## config.mk

```make
export PLATFORM = sky130hd
export DESIGN_NAME = mst_skip_table_xor
export DESIGN_NICKNAME = d
export VERILOG_FILES = /design/src/mst_pkg.sv /design/src/mst_skip_table_xor.sv /design/src/mst_exec_unit.sv
export SDC_FILE = /design/constraint.sdc
export NUM_CORES = 1
export LEC_CHECK = 0
export ABC_CLOCK_PERIOD_IN_PS = 3000
export BUFFER_PORTS_ARGS = -buffer_cell sky130_fd_sc_hd__buf_2
export CAP_MARGIN = 20
export CORE_MARGIN = 2
export CORE_UTILIZATION = 53
export CTS_BUF_LIST = sky130_fd_sc_hd__clkbuf_8
export CTS_CLUSTER_DIAMETER = 30
export CTS_CLUSTER_SIZE = 30
export DETAILED_ROUTE_END_ITERATION = 8
export PLACE_DENSITY = 0.88
export SKIP_CTS_REPAIR_TIMING = 1
export SLEW_MARGIN = 25
export SYNTH_ARGS = -nofsm -noshare
export SYNTH_HDL_FRONTEND = slang
export SYNTH_SLANG_ARGS = --single-unit
```

## constraint.sdc

```tcl
create_clock -name clk_in -period 3 [get_ports clk_in]
set_input_delay 0.6 -clock clk_in [delete_from_list [all_inputs] [get_ports clk_in]]
set_output_delay 0.6 -clock clk_in [all_outputs]
set_load 0.005 [all_outputs]
```

## src/mst_pkg.sv

```systemverilog
// constants, opcodes and states for the skip, table read and xor execution block
package mst_pkg;

  localparam int DATA_W = 8;
  localparam int ADDR_W = 6;
  localparam int PC_W = 11;
  localparam int ROM_W = 14;
  localparam int TP_W = 8;
  localparam int HIGH_W = ROM_W - DATA_W;
  localparam int PAGE_W = PC_W - TP_W;

  localparam logic [PAGE_W-1:0] LAST_PAGE = 3'h7;
  localparam logic [DATA_W-1:0] BYTE_ZERO = 8'h00;
  localparam logic [DATA_W-1:0] ACC_RESET = 8'h00;
  localparam logic [HIGH_W-1:0] HIGH_RESET = 6'h00;
  localparam logic [ADDR_W-1:0] ADDR_RESET = 6'h00;
  localparam logic [PC_W-1:0] PROG_ADDR_RESET = 11'h000;

  // cycles from a taken instruction until the block accepts the next one
  localparam int SKIP_CYCLES = 2;
  localparam int TABLE_CYCLES = 3;

  typedef enum logic [3:0] {
    OP_NONE,
    OP_NIBBLE_SWAP_TO_ACC,
    OP_SKIP_IF_ZERO,
    OP_COPY_AND_SKIP_IF_ZERO,
    OP_SKIP_IF_BIT_ZERO,
    OP_TABLE_READ_CURRENT_PAGE,
    OP_TABLE_READ_LAST_PAGE,
    OP_XOR_TO_ACC,
    OP_EXCLUSIVE_OR_TO_MEMORY,
    OP_XOR_IMMEDIATE
  } mst_op_t;

  typedef enum logic [1:0] {
    ST_IDLE,
    ST_DUMMY,
    ST_TAB_ADDR,
    ST_TAB_DATA
  } mst_state_t;

endpackage

```

## src/mst_skip_table_xor.sv

```systemverilog
// execution stage for skip, nibble swap, table read and exclusive-or instructions
`timescale 1ns/1ps
module mst_skip_table_xor
  import mst_pkg::*;
(
  input wire logic clk_in,
  input wire logic rst_in,
  input wire logic op_valid_in,
  input wire mst_op_t op_in,
  input wire logic [ADDR_W-1:0] mem_addr_in,
  input wire logic [DATA_W-1:0] mem_byte_in,
  input wire logic [DATA_W-1:0] acc_in,
  input wire logic [DATA_W-1:0] imm_in,
  input wire logic [2:0] bit_sel_in,
  input wire logic [PC_W-1:0] pc_in,
  input wire logic [TP_W-1:0] table_pointer_in,
  input wire logic [ROM_W-1:0] prog_data_in,
  output logic ready_out,
  output logic skip_out,
  output logic acc_we_out,
  output logic [DATA_W-1:0] acc_out,
  output logic mem_we_out,
  output logic [ADDR_W-1:0] mem_addr_out,
  output logic [DATA_W-1:0] mem_wdata_out,
  output logic zero_we_out,
  output logic zero_flag_out,
  output logic prog_rd_out,
  output logic [PC_W-1:0] prog_addr_out,
  output logic table_high_we_out,
  output logic [HIGH_W-1:0] table_high_byte_reg_out
);

  // ==========================================
  // datapath
  logic take;
  logic ex_acc_we;
  logic [DATA_W-1:0] ex_acc;
  logic ex_mem_we;
  logic [DATA_W-1:0] ex_mem;
  logic ex_zero_we;
  logic ex_zero;
  logic ex_skip;
  logic ex_table;
  logic ex_last;

  assign take = op_valid_in & ready_out;

  mst_exec_unit u_exec (
    .op_in(op_in),
    .acc_in(acc_in),
    .mem_byte_in(mem_byte_in),
    .imm_in(imm_in),
    .bit_sel_in(bit_sel_in),
    .acc_we_out(ex_acc_we),
    .acc_out(ex_acc),
    .mem_we_out(ex_mem_we),
    .mem_out(ex_mem),
    .zero_we_out(ex_zero_we),
    .zero_out(ex_zero),
    .skip_out(ex_skip),
    .table_out(ex_table),
    .last_page_out(ex_last)
  );

  // ==========================================
  // sequencer and output registers
  mst_state_t state;
  mst_state_t next_state;
  logic next_ready;
  logic next_skip;
  logic next_acc_we;
  logic [DATA_W-1:0] next_acc;
  logic next_mem_we;
  logic [ADDR_W-1:0] next_mem_addr;
  logic [DATA_W-1:0] next_mem_wdata;
  logic next_zero_we;
  logic next_zero;
  logic next_prog_rd;
  logic [PC_W-1:0] next_prog_addr;
  logic next_high_we;
  logic [HIGH_W-1:0] next_high;

  always_comb
  begin
    next_state = state;
    next_ready = ready_out;
    next_skip = 1'b0;
    next_acc_we = 1'b0;
    next_acc = acc_out;
    next_mem_we = 1'b0;
    next_mem_addr = mem_addr_out;
    next_mem_wdata = mem_wdata_out;
    next_zero_we = 1'b0;
    next_zero = zero_flag_out;
    next_prog_rd = 1'b0;
    next_prog_addr = prog_addr_out;
    next_high_we = 1'b0;
    next_high = table_high_byte_reg_out;
    case (state)
      ST_IDLE:
      begin
        if (take)
        begin
          next_acc_we = ex_acc_we;
          next_acc = ex_acc;
          next_mem_we = ex_mem_we;
          next_mem_addr = mem_addr_in;
          next_mem_wdata = ex_mem;
          next_zero_we = ex_zero_we;
          if (ex_zero_we)
          begin
            next_zero = ex_zero;
          end
          if (ex_skip)
          begin
            next_skip = 1'b1;
            next_ready = 1'b0;
            next_state = ST_DUMMY;
          end
          else if (ex_table)
          begin
            next_prog_rd = 1'b1;
            next_ready = 1'b0;
            next_state = ST_TAB_ADDR;
            if (ex_last)
            begin
              next_prog_addr = {LAST_PAGE, table_pointer_in};
            end
            else
            begin
              next_prog_addr = {pc_in[PC_W-1:TP_W], table_pointer_in};
            end
          end
        end
      end
      ST_DUMMY:
      begin
        next_ready = 1'b1;
        next_state = ST_IDLE;
      end
      ST_TAB_ADDR:
      begin
        next_state = ST_TAB_DATA;
      end
      ST_TAB_DATA:
      begin
        next_mem_we = 1'b1;
        next_mem_wdata = prog_data_in[DATA_W-1:0];
        next_high_we = 1'b1;
        next_high = prog_data_in[ROM_W-1:DATA_W];
        next_ready = 1'b1;
        next_state = ST_IDLE;
      end
      default:
      begin
        next_ready = 1'b1;
        next_state = ST_IDLE;
      end
    endcase
  end

  always_ff @(posedge clk_in or posedge rst_in)
  begin
    if (rst_in)
    begin
      state <= ST_IDLE;
      ready_out <= 1'b1;
      skip_out <= 1'b0;
      acc_we_out <= 1'b0;
      acc_out <= ACC_RESET;
      mem_we_out <= 1'b0;
      mem_addr_out <= ADDR_RESET;
      mem_wdata_out <= BYTE_ZERO;
      zero_we_out <= 1'b0;
      zero_flag_out <= 1'b0;
      prog_rd_out <= 1'b0;
      prog_addr_out <= PROG_ADDR_RESET;
      table_high_we_out <= 1'b0;
      table_high_byte_reg_out <= HIGH_RESET;
    end
    else
    begin
      state <= next_state;
      ready_out <= next_ready;
      skip_out <= next_skip;
      acc_we_out <= next_acc_we;
      acc_out <= next_acc;
      mem_we_out <= next_mem_we;
      mem_addr_out <= next_mem_addr;
      mem_wdata_out <= next_mem_wdata;
      zero_we_out <= next_zero_we;
      zero_flag_out <= next_zero;
      prog_rd_out <= next_prog_rd;
      prog_addr_out <= next_prog_addr;
      table_high_we_out <= next_high_we;
      table_high_byte_reg_out <= next_high;
    end
  end

  // ==========================================
  // checks: operands presented in the previous cycle, taken or not (take_q marks a taken one)
  logic take_q;
  mst_op_t op_q;
  logic [DATA_W-1:0] byte_q;
  logic [DATA_W-1:0] acc_q;
  logic [DATA_W-1:0] imm_q;
  logic [PC_W-1:0] pc_q;
  logic [TP_W-1:0] tp_q;
  logic [ROM_W-1:0] rom_q;

  always_ff @(posedge clk_in)
  begin
    take_q <= take;
    op_q <= op_in;
    byte_q <= mem_byte_in;
    acc_q <= acc_in;
    imm_q <= imm_in;
    pc_q <= pc_in;
    tp_q <= table_pointer_in;
    rom_q <= prog_data_in;
  end

  a_swap_nibbles: assert property (@(posedge clk_in) disable iff (rst_in)
    take_q && op_q == OP_NIBBLE_SWAP_TO_ACC |-> acc_we_out && !mem_we_out
      && acc_out == {byte_q[3:0], byte_q[7:4]})
    else $error("nibble swap result wrong");

  a_byte_skip: assert property (@(posedge clk_in) disable iff (rst_in)
    take_q && op_q == OP_SKIP_IF_ZERO |-> skip_out == (byte_q == BYTE_ZERO) && !mem_we_out)
    else $error("byte zero skip wrong");

  a_skip_dummy: assert property (@(posedge clk_in) disable iff (rst_in)
    skip_out |-> !ready_out ##1 (ready_out && !skip_out))
    else $error("skip dummy cycle wrong");

  a_copy_skip: assert property (@(posedge clk_in) disable iff (rst_in)
    take_q && op_q == OP_COPY_AND_SKIP_IF_ZERO |-> acc_we_out && acc_out == byte_q
      && skip_out == (byte_q == BYTE_ZERO))
    else $error("copy and skip wrong");

  a_bit_skip: assert property (@(posedge clk_in) disable iff (rst_in)
    take_q && op_q == OP_SKIP_IF_BIT_ZERO |-> skip_out == !byte_q[$past(bit_sel_in)]
      && (skip_out || ready_out))
    else $error("bit skip timing wrong");

  a_table_current: assert property (@(posedge clk_in) disable iff (rst_in)
    take_q && op_q == OP_TABLE_READ_CURRENT_PAGE |-> prog_rd_out
      && prog_addr_out == {pc_q[PC_W-1:TP_W], tp_q} ##2 (mem_we_out && table_high_we_out))
    else $error("current page table read wrong");

  a_table_last: assert property (@(posedge clk_in) disable iff (rst_in)
    take_q && op_q == OP_TABLE_READ_LAST_PAGE |-> prog_rd_out
      && prog_addr_out == {LAST_PAGE, tp_q} ##2 (mem_we_out && ready_out))
    else $error("last page table read wrong");

  a_table_data: assert property (@(posedge clk_in) disable iff (rst_in)
    table_high_we_out |-> table_high_byte_reg_out == rom_q[ROM_W-1:DATA_W]
      && mem_wdata_out == rom_q[DATA_W-1:0])
    else $error("table word split wrong");

  a_xor_acc: assert property (@(posedge clk_in) disable iff (rst_in)
    take_q && op_q == OP_XOR_TO_ACC |-> acc_we_out && acc_out == (acc_q ^ byte_q))
    else $error("xor to acc wrong");

  a_xor_mem: assert property (@(posedge clk_in) disable iff (rst_in)
    take_q && op_q == OP_EXCLUSIVE_OR_TO_MEMORY |-> mem_we_out && zero_we_out && !acc_we_out
      && mem_wdata_out == (acc_q ^ byte_q))
    else $error("xor to memory wrong");

  a_xor_imm: assert property (@(posedge clk_in) disable iff (rst_in)
    take_q && op_q == OP_XOR_IMMEDIATE |-> acc_we_out && acc_out == (acc_q ^ imm_q)
      && zero_flag_out == ((acc_q ^ imm_q) == BYTE_ZERO))
    else $error("xor immediate wrong");

  a_flag_owner: assert property (@(posedge clk_in) disable iff (rst_in)
    zero_we_out |-> take_q && (op_q == OP_XOR_TO_ACC || op_q == OP_XOR_IMMEDIATE
      || op_q == OP_EXCLUSIVE_OR_TO_MEMORY))
    else $error("zero flag written by wrong instruction");

endmodule

```

## src/mst_exec_unit.sv

```systemverilog
// combinational datapath: results, zero test and skip decision for one instruction
`timescale 1ns/1ps
module mst_exec_unit
  import mst_pkg::*;
(
  input wire mst_op_t op_in,
  input wire logic [DATA_W-1:0] acc_in,
  input wire logic [DATA_W-1:0] mem_byte_in,
  input wire logic [DATA_W-1:0] imm_in,
  input wire logic [2:0] bit_sel_in,
  output logic acc_we_out,
  output logic [DATA_W-1:0] acc_out,
  output logic mem_we_out,
  output logic [DATA_W-1:0] mem_out,
  output logic zero_we_out,
  output logic zero_out,
  output logic skip_out,
  output logic table_out,
  output logic last_page_out
);

  // ==========================================
  // helpers
  function automatic logic is_zero(input logic [DATA_W-1:0] value);
    is_zero = (value == BYTE_ZERO);
  endfunction

  logic [DATA_W-1:0] xor_result;

  // ==========================================
  // per-instruction results
  always_comb
  begin
    xor_result = (op_in == OP_XOR_IMMEDIATE) ? (acc_in ^ imm_in) : (acc_in ^ mem_byte_in);
    acc_we_out = 1'b0;
    acc_out = acc_in;
    mem_we_out = 1'b0;
    mem_out = mem_byte_in;
    zero_we_out = 1'b0;
    zero_out = is_zero(xor_result);
    skip_out = 1'b0;
    table_out = 1'b0;
    last_page_out = 1'b0;
    case (op_in)
      OP_NIBBLE_SWAP_TO_ACC:
      begin
        acc_we_out = 1'b1;
        acc_out = {mem_byte_in[3:0], mem_byte_in[7:4]};
      end
      OP_SKIP_IF_ZERO:
      begin
        skip_out = is_zero(mem_byte_in);
      end
      OP_COPY_AND_SKIP_IF_ZERO:
      begin
        acc_we_out = 1'b1;
        acc_out = mem_byte_in;
        skip_out = is_zero(mem_byte_in);
      end
      OP_SKIP_IF_BIT_ZERO:
      begin
        skip_out = ~mem_byte_in[bit_sel_in];
      end
      OP_TABLE_READ_CURRENT_PAGE:
      begin
        table_out = 1'b1;
      end
      OP_TABLE_READ_LAST_PAGE:
      begin
        table_out = 1'b1;
        last_page_out = 1'b1;
      end
      OP_XOR_TO_ACC, OP_XOR_IMMEDIATE:
      begin
        acc_we_out = 1'b1;
        acc_out = xor_result;
        zero_we_out = 1'b1;
      end
      OP_EXCLUSIVE_OR_TO_MEMORY:
      begin
        mem_we_out = 1'b1;
        mem_out = xor_result;
        zero_we_out = 1'b1;
      end
      default:
      begin
        acc_we_out = 1'b0;
      end
    endcase
  end

endmodule

```

==> impl_metrics.tcl <==
set metrics [dict create \
    drt-total-wl_um 6660 \
    fin_tns_setup_ps 0 \
    slew_headroom_pct 44.5 \
    switching_power_mw 0.831 \
    area_delta_synth_final_pct 24.9 \
    yosys_warnings 0 \
    fin_crit_ps 2150 \
    grt_overflow_total 0 \
    required_ps 3180 \
    finalHoldViolations 0 \
    critical_path_class "in2reg" \
    post-layout-total-power_mw 2.53 \
    endpoint_kind "flop" \
    p_sw_share_pct 32.9 \
    r2r_slack_ps 1100 \
    status "complete, no violations" \
    ios 120 \
    vias 2474 \
    finalCritPeriodShare_pct 71.6 \
    synthFlopType "dfrtp_1" \
    antenna_found_initial 0 \
    synth_edf_count 0 \
    cts-root-buf "clkbuf_8" \
    drtIter0Drc 156 \
    power.density_nw_per_um2 716 \
    grt_max_degree 50 \
    first_pass_iters 4 \
    synth_area_um2 2820 \
    rsz0062_at_grt "false" \
    remaining_drc_errors 0 \
    hold_class "in2async" \
    netlist_instances 288 \
    antenna_cells 0 \
    start_util_pct 54.9 \
    vias_per_cell 5.37 \
    cts_made_buffers 5 \
    total_leakage_power_nw 1.74 \
    synth_fp_nets 365 \
    port_buffers 111 \
    max_freq_mhz 465 \
    r2r_cells 7 \
    r2r-start "state[0]" \
    avgRoutedWirePerCell_um 14.4 \
    avgSynthCellArea_um2 9.81 \
    die_x_um 77.0 \
    synth-async-reset-ratio_pct 100 \
    crit_fanout 16 \
    rows 26 \
    layout-drive-gt1-share_pct 38.4 \
    tightest_slew_ps 832 \
    seqPwrFrac_pct 42.7 \
    drtAntennaViolNets 0 \
    clock_sinks 49 \
    power_frac_clock_pct 19.2 \
    routabilityCongestion 0.932 \
    max-vdd-ir-drop_mv 0.382 \
    cts_buffer_depth 2 \
    fp.coreArea_um2 5140 \
    synth-seq-cells 49 \
    fin_skew_ps 4.33 \
    drv_cap 0 \
    dp_hpwl_um 5070 \
    p_int_mw 1.70 \
    pwr-share-comb_pct 38.1 \
    setup_viol 0 \
    worstSetupStartpointType "primary input" \
    nNetsFinal 467 \
    yosysUniqueCellTypes 41 \
    die_area_um2 5930 \
    synth_seq_area_share_pct 43.5 \
    track_usage_pct 24.0 \
    die_h_um 77.0 \
    grt_pass1_vias 2457 \
    clkTransAtPathRegs_ps 80 \
    cts_max_level 2 \
    cts_tree "built" \
    grt_pass1_wl_um 11400 \
    worstPathArrival_ps 2330 \
    rr_endpoint "acc_out[7]" \
    drv_slew 0 \
    clk-insertion-delay-late_ps 300 \
]
-- synth_stat cells, types with 2 or more instances --
| library cell | instances | area (µm²) |
|---|---|---|
| ha_1 | 4 | 50.1 |
| mux4_2 | 2 | 45.0 |
| buf_2 | 3 | 15.0 |
| nand3_1 | 4 | 20.0 |
| nor2_1 | 22 | 82.6 |
| nor3_1 | 3 | 15.0 |
| nand2_1 | 51 | 191 |
| inv_1 | 8 | 30.0 |
| xnor2_1 | 17 | 149 |
| a221oi_1 | 6 | 52.6 |
| mux2i_1 | 25 | 250 |
| mux2_2 | 15 | 169 |
| buf_6 | 2 | 22.5 |
| o21ai_0 | 19 | 95.1 |
| xor2_1 | 11 | 96.3 |
| clkbuf_1 | 16 | 60.1 |
| nor2b_1 | 3 | 18.8 |
| dfrtp_1 | 48 | 1200 |
| a21oi_1 | 7 | 35.0 |
-- critical path, cell delays in order --
cell      delay [ps]
buf_2            230
and4bb_1         680
mux2i_1          350
xnor2_1          100
a221oi_1         280
o21ai_1          100
-- power by group through the flow --
stage	logic (mW)	clock network, mW	registers [mW]
final	0.963	0.486	1.08
after global routing	1.09	0.520	1.12
after CTS	0.977	0.497	1.08
after detailed placement	0.972	0	1.09
after global placement	0.930	0	1.08
after floorplan	0.505	0	1.12
-- through the flow --
| stage | hold WS [ps] | instance area, µm² | utilization [%] | instances | worst slack [ps] |
|---|---|---|---|---|---|
| 2_1_floorplan | 470 | 2820 | - | 288 | 1060 |
| 3_3_place_gp | 454 | 3410 | 66.3 | 453 | 593 |
| 3_5_place_dp | 457 | 3410 | 66.3 | 453 | 548 |
| 4_1_cts | 478 | 3530 | 68.6 | 461 | 861 |
| 5_1_grt | 496 | 3530 | 68.6 | 461 | 682 |
| 6_report | 430 | 3530 | 68.6 | 461 | 852 |
-- registers in the layout (all words and copies together), names as in the netlist --
name and cells:
prog_addr_out 11, acc_out 8, mem_wdata_out 8, mem_addr_out 6
table_high_byte_reg_out 6, state 2, acc_we_out 1, mem_we_out 1
prog_rd_out 1, ready_out 1, skip_out 1, table_high_we_out 1
zero_flag_out 1, zero_we_out 1
-- routing by layer --
| layer | up-vias | wire, µm | GRT usage, % |
|---|---|---|---|
| met4 | 0 | 74 | 6.96 |
| li1 | 1180 | - | - |
| met1 | 1185 | 2910 | 30.7 |
| met3 | 7 | 391 | 4.12 |
| met2 | 102 | 3270 | 41.8 |
| met5 | - | 0 | 0 |
-- logic make-up after synthesis --
| logic type | share of synthesized area [%] |
|---|---|
| adder cells (fa/ha/maj) | 1.77 |
| AO/OA/AOI/OAI | 10.5 |
| flip-flops | 43.5 |
| XOR/XNOR | 8.68 |
| buffers and inverters | 4.79 |
| AND/OR/NAND/NOR | 13.9 |
| multiplexers | 16.9 |
-- cell type report --
class	count	area, µm²
timing repair buffer	117	601
fill	424	1610
multi-input combinational	209	1460
clock buffer	6	82.6
inverter	8	31.3
tap	70	87.6
sequential	49	1230
clock inverter	2	37.5
-- worst max path at each step --
stage	from	endpoint	slack [ps]	cells past startpoint
floorplan	op_in[0]	prog_addr_out[0]	1060	6
global placement	op_in[1]	acc_out[2]	590	6
detailed placement	op_in[1]	acc_out[6]	550	6
CTS	op_in[1]	acc_out[5]	860	6
global route	op_in[1]	acc_out[6]	680	6
finish	op_in[1]	acc_out[5]	850	6
-- placed cells by master (no fill, tap or decap), types with 2 or more instances in the layout --
cell type and n:
nand2_1 51, nor3_1 3, xnor2_1 17, xor2_1 11, buf_4 6, mux2_2 15
nor2b_1 3, clkbuf_8 6, buf_2 111, nor2_1 22, inv_1 7, mux4_2 2
ha_1 4, mux2i_1 25, a21oi_1 7, a221oi_1 6, nand3_1 4, dfrtp_1 48
o21ai_0 19
No activity file was read; power rests on OpenSTA's default activity.
